## src/hw/sbrg_consts.svh

```systemverilog
// Offsets, field positions, reset values and counts of the serial rate generator
`ifndef SBRG_CONSTS_SVH
`define SBRG_CONSTS_SVH

`define SBRG_OFF_TXSC 8'h00
`define SBRG_OFF_RCSC 8'h04
`define SBRG_OFF_DIV 8'h08
`define SBRG_OFF_STAT 8'h0C

`define SBRG_TXSC_RST 8'h02
`define SBRG_RCSC_RST 8'h00
`define SBRG_DIV_RST 8'h00
`define SBRG_TXSC_WMASK 8'hF5
`define SBRG_RCSC_WMASK 8'hF8

`define SBRG_BIT_CLK_SRC 7
`define SBRG_BIT_SYNC 4
`define SBRG_BIT_HIGH_SPD 2
`define SBRG_BIT_SHIFT_EMPTY 1
`define SBRG_BIT_PORT_EN 7
`define SBRG_BIT_FRAME_ERR 2
`define SBRG_BIT_OVERRUN 1
`define SBRG_BIT_NINTH 0

`define SBRG_PRE_LAST_SYNC 6'h03
`define SBRG_PRE_LAST_HIGH 6'h0F
`define SBRG_PRE_LAST_LOW 6'h3F
`define SBRG_DIV_SYNC 15'h0004
`define SBRG_DIV_HIGH 15'h0010
`define SBRG_DIV_LOW 15'h0040

`endif

```

## src/hw/sbrg_pkg.sv

```systemverilog
// Types of the serial rate generator
package sbrg_pkg;
  typedef enum logic [1:0] {
    SBRG_BUS_IDLE = 2'b00,
    SBRG_BUS_RD = 2'b01,
    SBRG_BUS_WR = 2'b10
  } sbrg_bus_st_t;

  typedef enum logic [1:0] {
    SBRG_DIV4 = 2'b00,
    SBRG_DIV16 = 2'b01,
    SBRG_DIV64 = 2'b10,
    SBRG_STOP = 2'b11
  } sbrg_mode_t;
endpackage

```

## src/hw/sbrg_majority.sv

```systemverilog
// Three-sample majority detector for the receive pin
module sbrg_majority (
  input wire logic sys_clk,
  input wire logic rst,
  input wire logic sample_stb,
  input wire logic rx_in,
  output logic level
);
  logic [2:0] samp_ff;
  logic level_ff;
  logic [2:0] nxt_samp;

  assign nxt_samp = {samp_ff[1:0], rx_in};
  assign level = level_ff;

  // Idle line is high, so start the history high
  always_ff @(posedge sys_clk or posedge rst) begin
    if (rst) begin
      samp_ff <= 3'h7;
    end else if (sample_stb) begin
      samp_ff <= nxt_samp;
    end
  end

  always_ff @(posedge sys_clk or posedge rst) begin
    if (rst) begin
      level_ff <= 1'b1;
    end else if (sample_stb) begin
      level_ff <= (nxt_samp[0] & nxt_samp[1]) | (nxt_samp[0] & nxt_samp[2]) |
                  (nxt_samp[1] & nxt_samp[2]);
    end
  end
endmodule

```

## src/hw/sbrg_top.sv

```systemverilog
// Serial rate generator with AHB-Lite register slave and receive majority sampler
//
// Implementation choices: the register offsets and register access over AHB-Lite.
`include "sbrg_consts.svh"

// Overview of operation
// - One dedicated 8-bit free-running timer, period set by the divisor, serves both modes.
// - The divisor X is an unsigned 0 to 255 taken straight from the divisor register.
// - Asynchronous with high speed clear gives one tick per 64 times (X+1) clocks.
// - Asynchronous with high speed set gives one tick per 16 times (X+1) clocks.
// - The high speed bit, bit 2 of transmit control, matters only in asynchronous mode.
// - Synchronous mode ignores high speed and gives one tick per 4 times (X+1) clocks.
// - Synchronous rates apply only in master role; as synchronous slave the generator does not run, while asynchronous mode runs in either role.
// - Any write to the divisor clears the timer at once so the new rate starts now.
// - The receive pin is sampled three times and resolved by majority vote.
module sbrg_top (
  input wire logic sys_clk,
  input wire logic rst,
  input wire logic hsel,
  input wire logic [31:0] haddr,
  input wire logic [1:0] htrans,
  input wire logic hwrite,
  input wire logic [2:0] hsize,
  input wire logic [31:0] hwdata,
  input wire logic hready,
  output logic [31:0] hrdata,
  output logic hreadyout,
  output logic hresp,
  input wire logic receive_data_pin,
  input wire logic shift_register_empty,
  input wire logic framing_error_flag,
  input wire logic overrun_error_flag,
  input wire logic receive_ninth_bit,
  output logic rate_tick,
  output logic rx_level,
  output logic [7:0] transmit_status_control,
  output logic [7:0] receive_status_control
);
  sbrg_pkg::sbrg_bus_st_t bus_st_ff;
  logic [7:0] addr_ff;
  logic [31:0] hrdata_ff;
  logic hreadyout_ff;
  logic hresp_ff;
  logic [7:0] txsc_ff;
  logic [7:0] rcsc_ff;
  logic [7:0] div_ff;
  logic [5:0] pre_ff;
  logic [7:0] timer_ff;
  logic rate_tick_ff;
  logic addr_take;
  logic wr_now;
  logic div_wr;
  logic run;
  logic pre_wrap;
  logic [5:0] pre_last;
  logic [31:0] nxt_rdata;
  sbrg_pkg::sbrg_mode_t mode;

  // hsize is not decoded: only whole-word transfers reach this slave
  assign addr_take = hsel & htrans[1] & hready;
  assign wr_now = (bus_st_ff == sbrg_pkg::SBRG_BUS_WR);
  assign div_wr = wr_now & (addr_ff == `SBRG_OFF_DIV);

  assign hrdata = hrdata_ff;
  assign hreadyout = hreadyout_ff;
  assign hresp = hresp_ff;
  assign rate_tick = rate_tick_ff;
  assign transmit_status_control = txsc_ff;
  assign receive_status_control = rcsc_ff;

  // Bus phase tracking
  always_ff @(posedge sys_clk or posedge rst) begin
    if (rst) begin
      bus_st_ff <= sbrg_pkg::SBRG_BUS_IDLE;
      addr_ff <= 8'h00;
    end else if (bus_st_ff == sbrg_pkg::SBRG_BUS_RD) begin
      bus_st_ff <= sbrg_pkg::SBRG_BUS_IDLE;
    end else if (addr_take) begin
      bus_st_ff <= hwrite ? sbrg_pkg::SBRG_BUS_WR : sbrg_pkg::SBRG_BUS_RD;
      addr_ff <= haddr[7:0];
    end else begin
      bus_st_ff <= sbrg_pkg::SBRG_BUS_IDLE;
    end
  end

  // One wait state on reads so a read right after a write sees the new value
  always_ff @(posedge sys_clk or posedge rst) begin
    if (rst) begin
      hreadyout_ff <= 1'b1;
    end else if (bus_st_ff == sbrg_pkg::SBRG_BUS_RD) begin
      hreadyout_ff <= 1'b1;
    end else if (addr_take & !hwrite) begin
      hreadyout_ff <= 1'b0;
    end
  end

  always_ff @(posedge sys_clk or posedge rst) begin
    if (rst) begin
      hresp_ff <= 1'b0;
    end else begin
      hresp_ff <= 1'b0;
    end
  end

  always_comb begin
    nxt_rdata = 32'h0000_0000;
    case (addr_ff)
      `SBRG_OFF_TXSC: nxt_rdata = {24'h00_0000, txsc_ff};
      `SBRG_OFF_RCSC: nxt_rdata = {24'h00_0000, rcsc_ff};
      `SBRG_OFF_DIV: nxt_rdata = {24'h00_0000, div_ff};
      `SBRG_OFF_STAT: nxt_rdata = {30'h0000_0000, run, rx_level};
      default: nxt_rdata = 32'h0000_0000;
    endcase
  end

  always_ff @(posedge sys_clk or posedge rst) begin
    if (rst) begin
      hrdata_ff <= 32'h0000_0000;
    end else if (bus_st_ff == sbrg_pkg::SBRG_BUS_RD) begin
      hrdata_ff <= nxt_rdata;
    end
  end

  // Transmit control: status bit tracks the transmitter, bit 3 reads zero
  always_ff @(posedge sys_clk or posedge rst) begin
    if (rst) begin
      txsc_ff <= `SBRG_TXSC_RST;
    end else begin
      if (wr_now && addr_ff == `SBRG_OFF_TXSC) begin
        txsc_ff <= (hwdata[7:0] & `SBRG_TXSC_WMASK) | (txsc_ff & ~`SBRG_TXSC_WMASK);
      end
      txsc_ff[3] <= 1'b0;
      txsc_ff[`SBRG_BIT_SHIFT_EMPTY] <= shift_register_empty;
    end
  end

  // Receive control: error and ninth bits come from the receiver
  always_ff @(posedge sys_clk or posedge rst) begin
    if (rst) begin
      rcsc_ff <= `SBRG_RCSC_RST;
    end else begin
      if (wr_now && addr_ff == `SBRG_OFF_RCSC) begin
        rcsc_ff <= (hwdata[7:0] & `SBRG_RCSC_WMASK) | (rcsc_ff & ~`SBRG_RCSC_WMASK);
      end
      rcsc_ff[`SBRG_BIT_FRAME_ERR] <= framing_error_flag;
      rcsc_ff[`SBRG_BIT_OVERRUN] <= overrun_error_flag;
      rcsc_ff[`SBRG_BIT_NINTH] <= receive_ninth_bit;
    end
  end

  always_ff @(posedge sys_clk or posedge rst) begin
    if (rst) begin
      div_ff <= `SBRG_DIV_RST;
    end else if (div_wr) begin
      div_ff <= hwdata[7:0];
    end
  end

  // Synchronous mode runs in master role only: synchronous slave takes its clock from the pin
  assign run = rcsc_ff[`SBRG_BIT_PORT_EN] &
               (!txsc_ff[`SBRG_BIT_SYNC] | txsc_ff[`SBRG_BIT_CLK_SRC]);

  always_comb begin
    if (!run) begin
      mode = sbrg_pkg::SBRG_STOP;
    end else if (txsc_ff[`SBRG_BIT_SYNC]) begin
      mode = sbrg_pkg::SBRG_DIV4;
    end else if (txsc_ff[`SBRG_BIT_HIGH_SPD]) begin
      mode = sbrg_pkg::SBRG_DIV16;
    end else begin
      mode = sbrg_pkg::SBRG_DIV64;
    end
  end

  always_comb begin
    case (mode)
      sbrg_pkg::SBRG_DIV4: pre_last = `SBRG_PRE_LAST_SYNC;
      sbrg_pkg::SBRG_DIV16: pre_last = `SBRG_PRE_LAST_HIGH;
      sbrg_pkg::SBRG_DIV64: pre_last = `SBRG_PRE_LAST_LOW;
      default: pre_last = `SBRG_PRE_LAST_LOW;
    endcase
  end

  assign pre_wrap = run & (pre_ff == pre_last);

  // Prescaler gives the timer its input period; a mode change can overshoot, so wrap on >=
  always_ff @(posedge sys_clk or posedge rst) begin
    if (rst) begin
      pre_ff <= 6'h00;
    end else if (div_wr || !run || pre_ff >= pre_last) begin
      pre_ff <= 6'h00;
    end else begin
      pre_ff <= pre_ff + 6'h01;
    end
  end

  always_ff @(posedge sys_clk or posedge rst) begin
    if (rst) begin
      timer_ff <= 8'h00;
    end else if (div_wr || !run) begin
      timer_ff <= 8'h00;
    end else if (pre_wrap) begin
      if (timer_ff >= div_ff) begin
        timer_ff <= 8'h00;
      end else begin
        timer_ff <= timer_ff + 8'h01;
      end
    end
  end

  always_ff @(posedge sys_clk or posedge rst) begin
    if (rst) begin
      rate_tick_ff <= 1'b0;
    end else begin
      rate_tick_ff <= !div_wr & pre_wrap & (timer_ff >= div_ff);
    end
  end

  sbrg_majority u_majority (
    .sys_clk(sys_clk),
    .rst(rst),
    .sample_stb(pre_wrap),
    .rx_in(receive_data_pin),
    .level(rx_level)
  );

  // Helper logic for the period checks
  logic [14:0] since_ff;
  logic seen_ff;
  logic [2:0] prev_key_ff;
  logic [14:0] exp_last;
  logic [14:0] div_fac;

  always_comb begin
    case (mode)
      sbrg_pkg::SBRG_DIV4: div_fac = `SBRG_DIV_SYNC;
      sbrg_pkg::SBRG_DIV16: div_fac = `SBRG_DIV_HIGH;
      default: div_fac = `SBRG_DIV_LOW;
    endcase
  end

  assign exp_last = 15'(({7'h00, div_ff} + 15'h0001) * div_fac) - 15'h0001;

  always_ff @(posedge sys_clk or posedge rst) begin
    if (rst) begin
      since_ff <= 15'h0000;
      seen_ff <= 1'b0;
      prev_key_ff <= 3'h0;
    end else begin
      prev_key_ff <= {run, txsc_ff[`SBRG_BIT_SYNC], txsc_ff[`SBRG_BIT_HIGH_SPD]};
      if (rate_tick_ff) begin
        since_ff <= 15'h0000;
        seen_ff <= 1'b1;
      end else begin
        since_ff <= since_ff + 15'h0001;
      end
      if (div_wr || prev_key_ff != {run, txsc_ff[`SBRG_BIT_SYNC],
                                    txsc_ff[`SBRG_BIT_HIGH_SPD]}) begin
        seen_ff <= 1'b0;
      end
    end
  end
endmodule

```

## config.mk

```make
export PLATFORM = sky130hd
export DESIGN_NAME = sbrg_top
export DESIGN_NICKNAME = d
export VERILOG_FILES = /design/src/hw/sbrg_pkg.sv /design/src/hw/sbrg_majority.sv /design/src/hw/sbrg_top.sv
export VERILOG_INCLUDE_DIRS = /design/src /design/src/hw
export SDC_FILE = /design/constraint.sdc
export NUM_CORES = 1
export LEC_CHECK = 0
export ABC_AREA = 0
export BUFFER_PORTS_ARGS = -buffer_cell sky130_fd_sc_hd__clkbuf_2
export CORE_AREA = 2 2 89 91
export CTS_CLUSTER_DIAMETER = 150
export CTS_CLUSTER_SIZE = 30
export DETAILED_ROUTE_END_ITERATION = 16
export DIE_AREA = 0 0 91 93
export PLACE_DENSITY = 0.75
export SYNTH_ARGS = -nofsm -noshare
export SYNTH_HDL_FRONTEND = slang
export SYNTH_HIERARCHICAL = 1
export SYNTH_SLANG_ARGS = --single-unit
export TNS_END_PERCENT = 100
```

## constraint.sdc

```tcl
create_clock -name sys_clk -period 2.4 [get_ports sys_clk]
set_input_delay 0.48 -clock sys_clk [delete_from_list [all_inputs] [get_ports sys_clk]]
set_output_delay 0.48 -clock sys_clk [all_outputs]
set_load 0.05 [all_outputs]
```

==> impl_metrics.csv <==
group,metric,value,unit
timing,finalHoldViolCount,0,
cts,cts_sinks,60,
power,combPwrFrac,0.180,
synth,ys_seq_area_frac,0.4816,
floorplanning,io_pins,131,
setup_path,reg2reg_from,"transmit_status_control[4]",
timing,rsz0062_at_grt,"no",
floorplanning,placement_rows,32,
cts,cts_buffers,9,
timing,setup_viol,0,
setup_path,ff2ff_path_depth,10,
setup_path,cp-start-kind,"flip-flop",
cells_and_area,final_nets,432,
floorplanning,die_h,93,um
synth,async_flop_share,1.000,
route,vias,2232,
global_route,grt_overflow,0,
route,ant_nets,0,
timing,min_period,2.181,ns
route,drt-initial-drc-count,87,
cells_and_area,layout_common_cells,"dfrtp_1 (53), clkbuf_2 (52), mux2_2 (26), conb_1 (26), nand2_1 (18)",
cts,cts_tree,"yes",
synth,synth_cell_types,49,
synth,synth-seq-cells,60,
power,seq_power_share,0.438,
timing,setup_tns,0,ns
place,io_buffers,52,
cts,cts-root-buf,"clkbuf_8",
cells_and_area,drive_gt1_frac,0.3605,
cells_and_area,fill_cells,683,
cts,cts_buffer_depth,2,
route,drc,0,
synth,avgSynthCellArea,11.26,sq um
setup_path,crit_fanout,17,
global_route,antenna_found_initial,0,
flow_run,maxCapViolations,0,
cells_and_area,final_cells,446,
route,drt_first_pass_iters,4,
route,viasPerCell,5.004,
setup_path,slowest_stage,"dfrtp_2",
setup_path,worstPathCellList,"inv_1 > o21ai_2 > nor2_1 > ha_1 > and3_1 > nand3_1 > buf_4 > nor4_2 > o211ai_1 > a21oi_1",
setup_path,crit_type,"reg2reg",
global_route,grt_max_degree,28,
hold_path,hold_class,"in2async",
cells_and_area,area_delta_synth_final,16.91,%
power,p_leak,1.769,nW
timing,finalClockSkew,0.005844,ns
timing,timing.slew.headroom,0.5891,
power,power_switching,0.8363,mW
timing,slew_viol_final,0,
setup_path,critPathArrivalTime,2.46,ns
setup_path,r2r_end,"timer_ff[7]",
floorplanning,start_util,0.4159,
synth,synth_area,0.003131,sq mm
timing,worst_pin_slew,0.6141,ns
cts,cts_resized,0,
place,post-dp-hpwl,4.695,mm
place,placed_cells,430,
setup_path,critPathRequiredTime,2.68,ns
setup_path,critPathTopFamily,"simple AND/OR/NAND/NOR gates",
power,ir_drop,0.7817,mV
cts,clk_pin_slew,0.07,ns
cells_and_area,layout_commonest_cell,"dfrtp_1",
power,sw_frac_of_total,0.3140,
synth,postSynthCellCount,278,
setup_path,crit_path_max_incr_delay,0.42,ns
run_status,outcome,"finished, final reports clean",
setup_path,rrSetupSlack,0.22,ns
setup_path,endpoint_kind,"flip-flop",
power,p_per_area,727.8,mW/mm^2
synth,ys_warn_count,6,
global_route,grt_usage,0.1609,
cts,htree_levels,3,
synth,synth_ff_type,"dfrtp_1",
power,power.total,2.664,mW
cells_and_area,n_antenna_cell,0,
synth,synth_edf_count,0,
cts,hold_buffers,0,
floorplanning,core_region_area,0.007527,sq mm
timing,fin_crit_sh,0.9086,
power,intPower,1.827,mW
power,power_frac_clock,0.382,
route,wl,6.315,mm
place,gp_congestion,0.7892,
setup_path,cp.buffers_inverters,2,
global_route,grt_pass1_wl,10.56,mm
cts,cts_setup_buffers,0,
global_route,grt_pass1_vias,2173,
floorplanning,die_x,91,um
floorplanning,dieArea,0.008463,sq mm
route,routedWlPerCell,14.16,um
cts,clock_latency,0.35,ns
timing,fmaxAchievable,458.6,MHz
## how the worst max path moves through the flow
stage,slack [ns],endpoint,startpoint,cells after the start
after floorplan,0.01,u_majority/samp_ff[0],transmit_status_control[4],9
after global placement,0.24,timer_ff[7],transmit_status_control[4],10
after detailed placement,0.17,timer_ff[7],transmit_status_control[4],10
after CTS,0.15,timer_ff[7],transmit_status_control[4],10
after global routing,0.006,timer_ff[4],transmit_status_control[4],10
final,0.22,timer_ff[7],transmit_status_control[4],10
## layer usage
layer,vias up,global-route usage,share of wire
li1,1057,-,-
met1,1098,0.2091,0.44
met2,64,0.2519,0.49
met3,13,0.04593,0.043
met4,0,0.07071,0.026
met5,-,0,0
## flip-flops by register name, summed over array words and instances, names as in the netlist
signal,cells
bus_st_ff,2
receive_status_control,8
pre_ff,6
addr_ff,8
div_ff,8
hrdata,8
timer_ff,8
transmit_status_control,7
u_majority/level,1
hreadyout,1
u_majority/samp_ff,2
rate_tick,1
## kinds of logic (layout without fill, tap and decap cells)
kind of cell	count (synthesis)	count (layout)	synth area share
muxes	36	36	0.1347
buffers and inverters	47	88	0.09153
DFF	60	60	0.4816
xor gates and xnor gates	4	4	0.01119
other	1	26	0.001198
adders and majority gates	14	14	0.05596
AOI/OAI and AO/OA	40	40	0.09472
and+or+nand+nor	76	76	0.1291
## area by class of cell
cell class | instances | area, sq um | share of cell area
Clock buffer | 9 | 123.9 | 0.03385
Clock inverter | 7 | 100.1 | 0.02735
Inverter | 14 | 52.55 | 0.01436
Multi-Input combinational cell | 196 | 1440 | 0.3935
Sequential cell | 60 | 1510 | 0.4127
Tap cell | 102 | 127.6 | 0.03487
Timing Repair Buffer | 58 | 305.3 | 0.08342
## through the flow
stage	hold WS, ns	setup slack (ns)	util	instance area (sq um)
after floorplan	0.4133	0.01417	-	3228
after global placement	0.4461	0.2389	0.4551	3426
after detailed placement	0.4528	0.1725	0.4551	3426
after CTS	0.1665	0.1501	0.4849	3650
after global routing	0.1676	0.006490	0.4862	3660
final	0.1731	0.2193	0.4862	3660
## cell usage after synthesis (5+ instances only)
library cell,instances,area [sq um]
a21oi_1,8,40.04
a22o_1,7,61.31
buf_4,26,195.2
dfrtp_1,55,1376
dfstp_2,5,131.4
ha_1,14,175.2
inv_1,14,52.55
mux2_2,26,292.8
mux2i_1,5,50.05
nand2_1,18,67.56
nand3_1,10,50.05
nand4_1,5,31.28
nor2_1,15,56.30
nor2b_1,7,43.79
o21ai_0,7,35.03
## power by group through the flow
stage	Sequential [mW]	Combinational [mW]	Clock (mW)
4_1_cts	1.17	0.482	1.04
5_1_grt	1.18	0.517	1.08
3_5_place_dp	1.19	0.479	0
2_1_floorplan	1.25	0.325	0
6_report	1.17	0.479	1.02
3_3_place_gp	1.18	0.470	0
No activity file was read; power rests on OpenSTA's default activity.
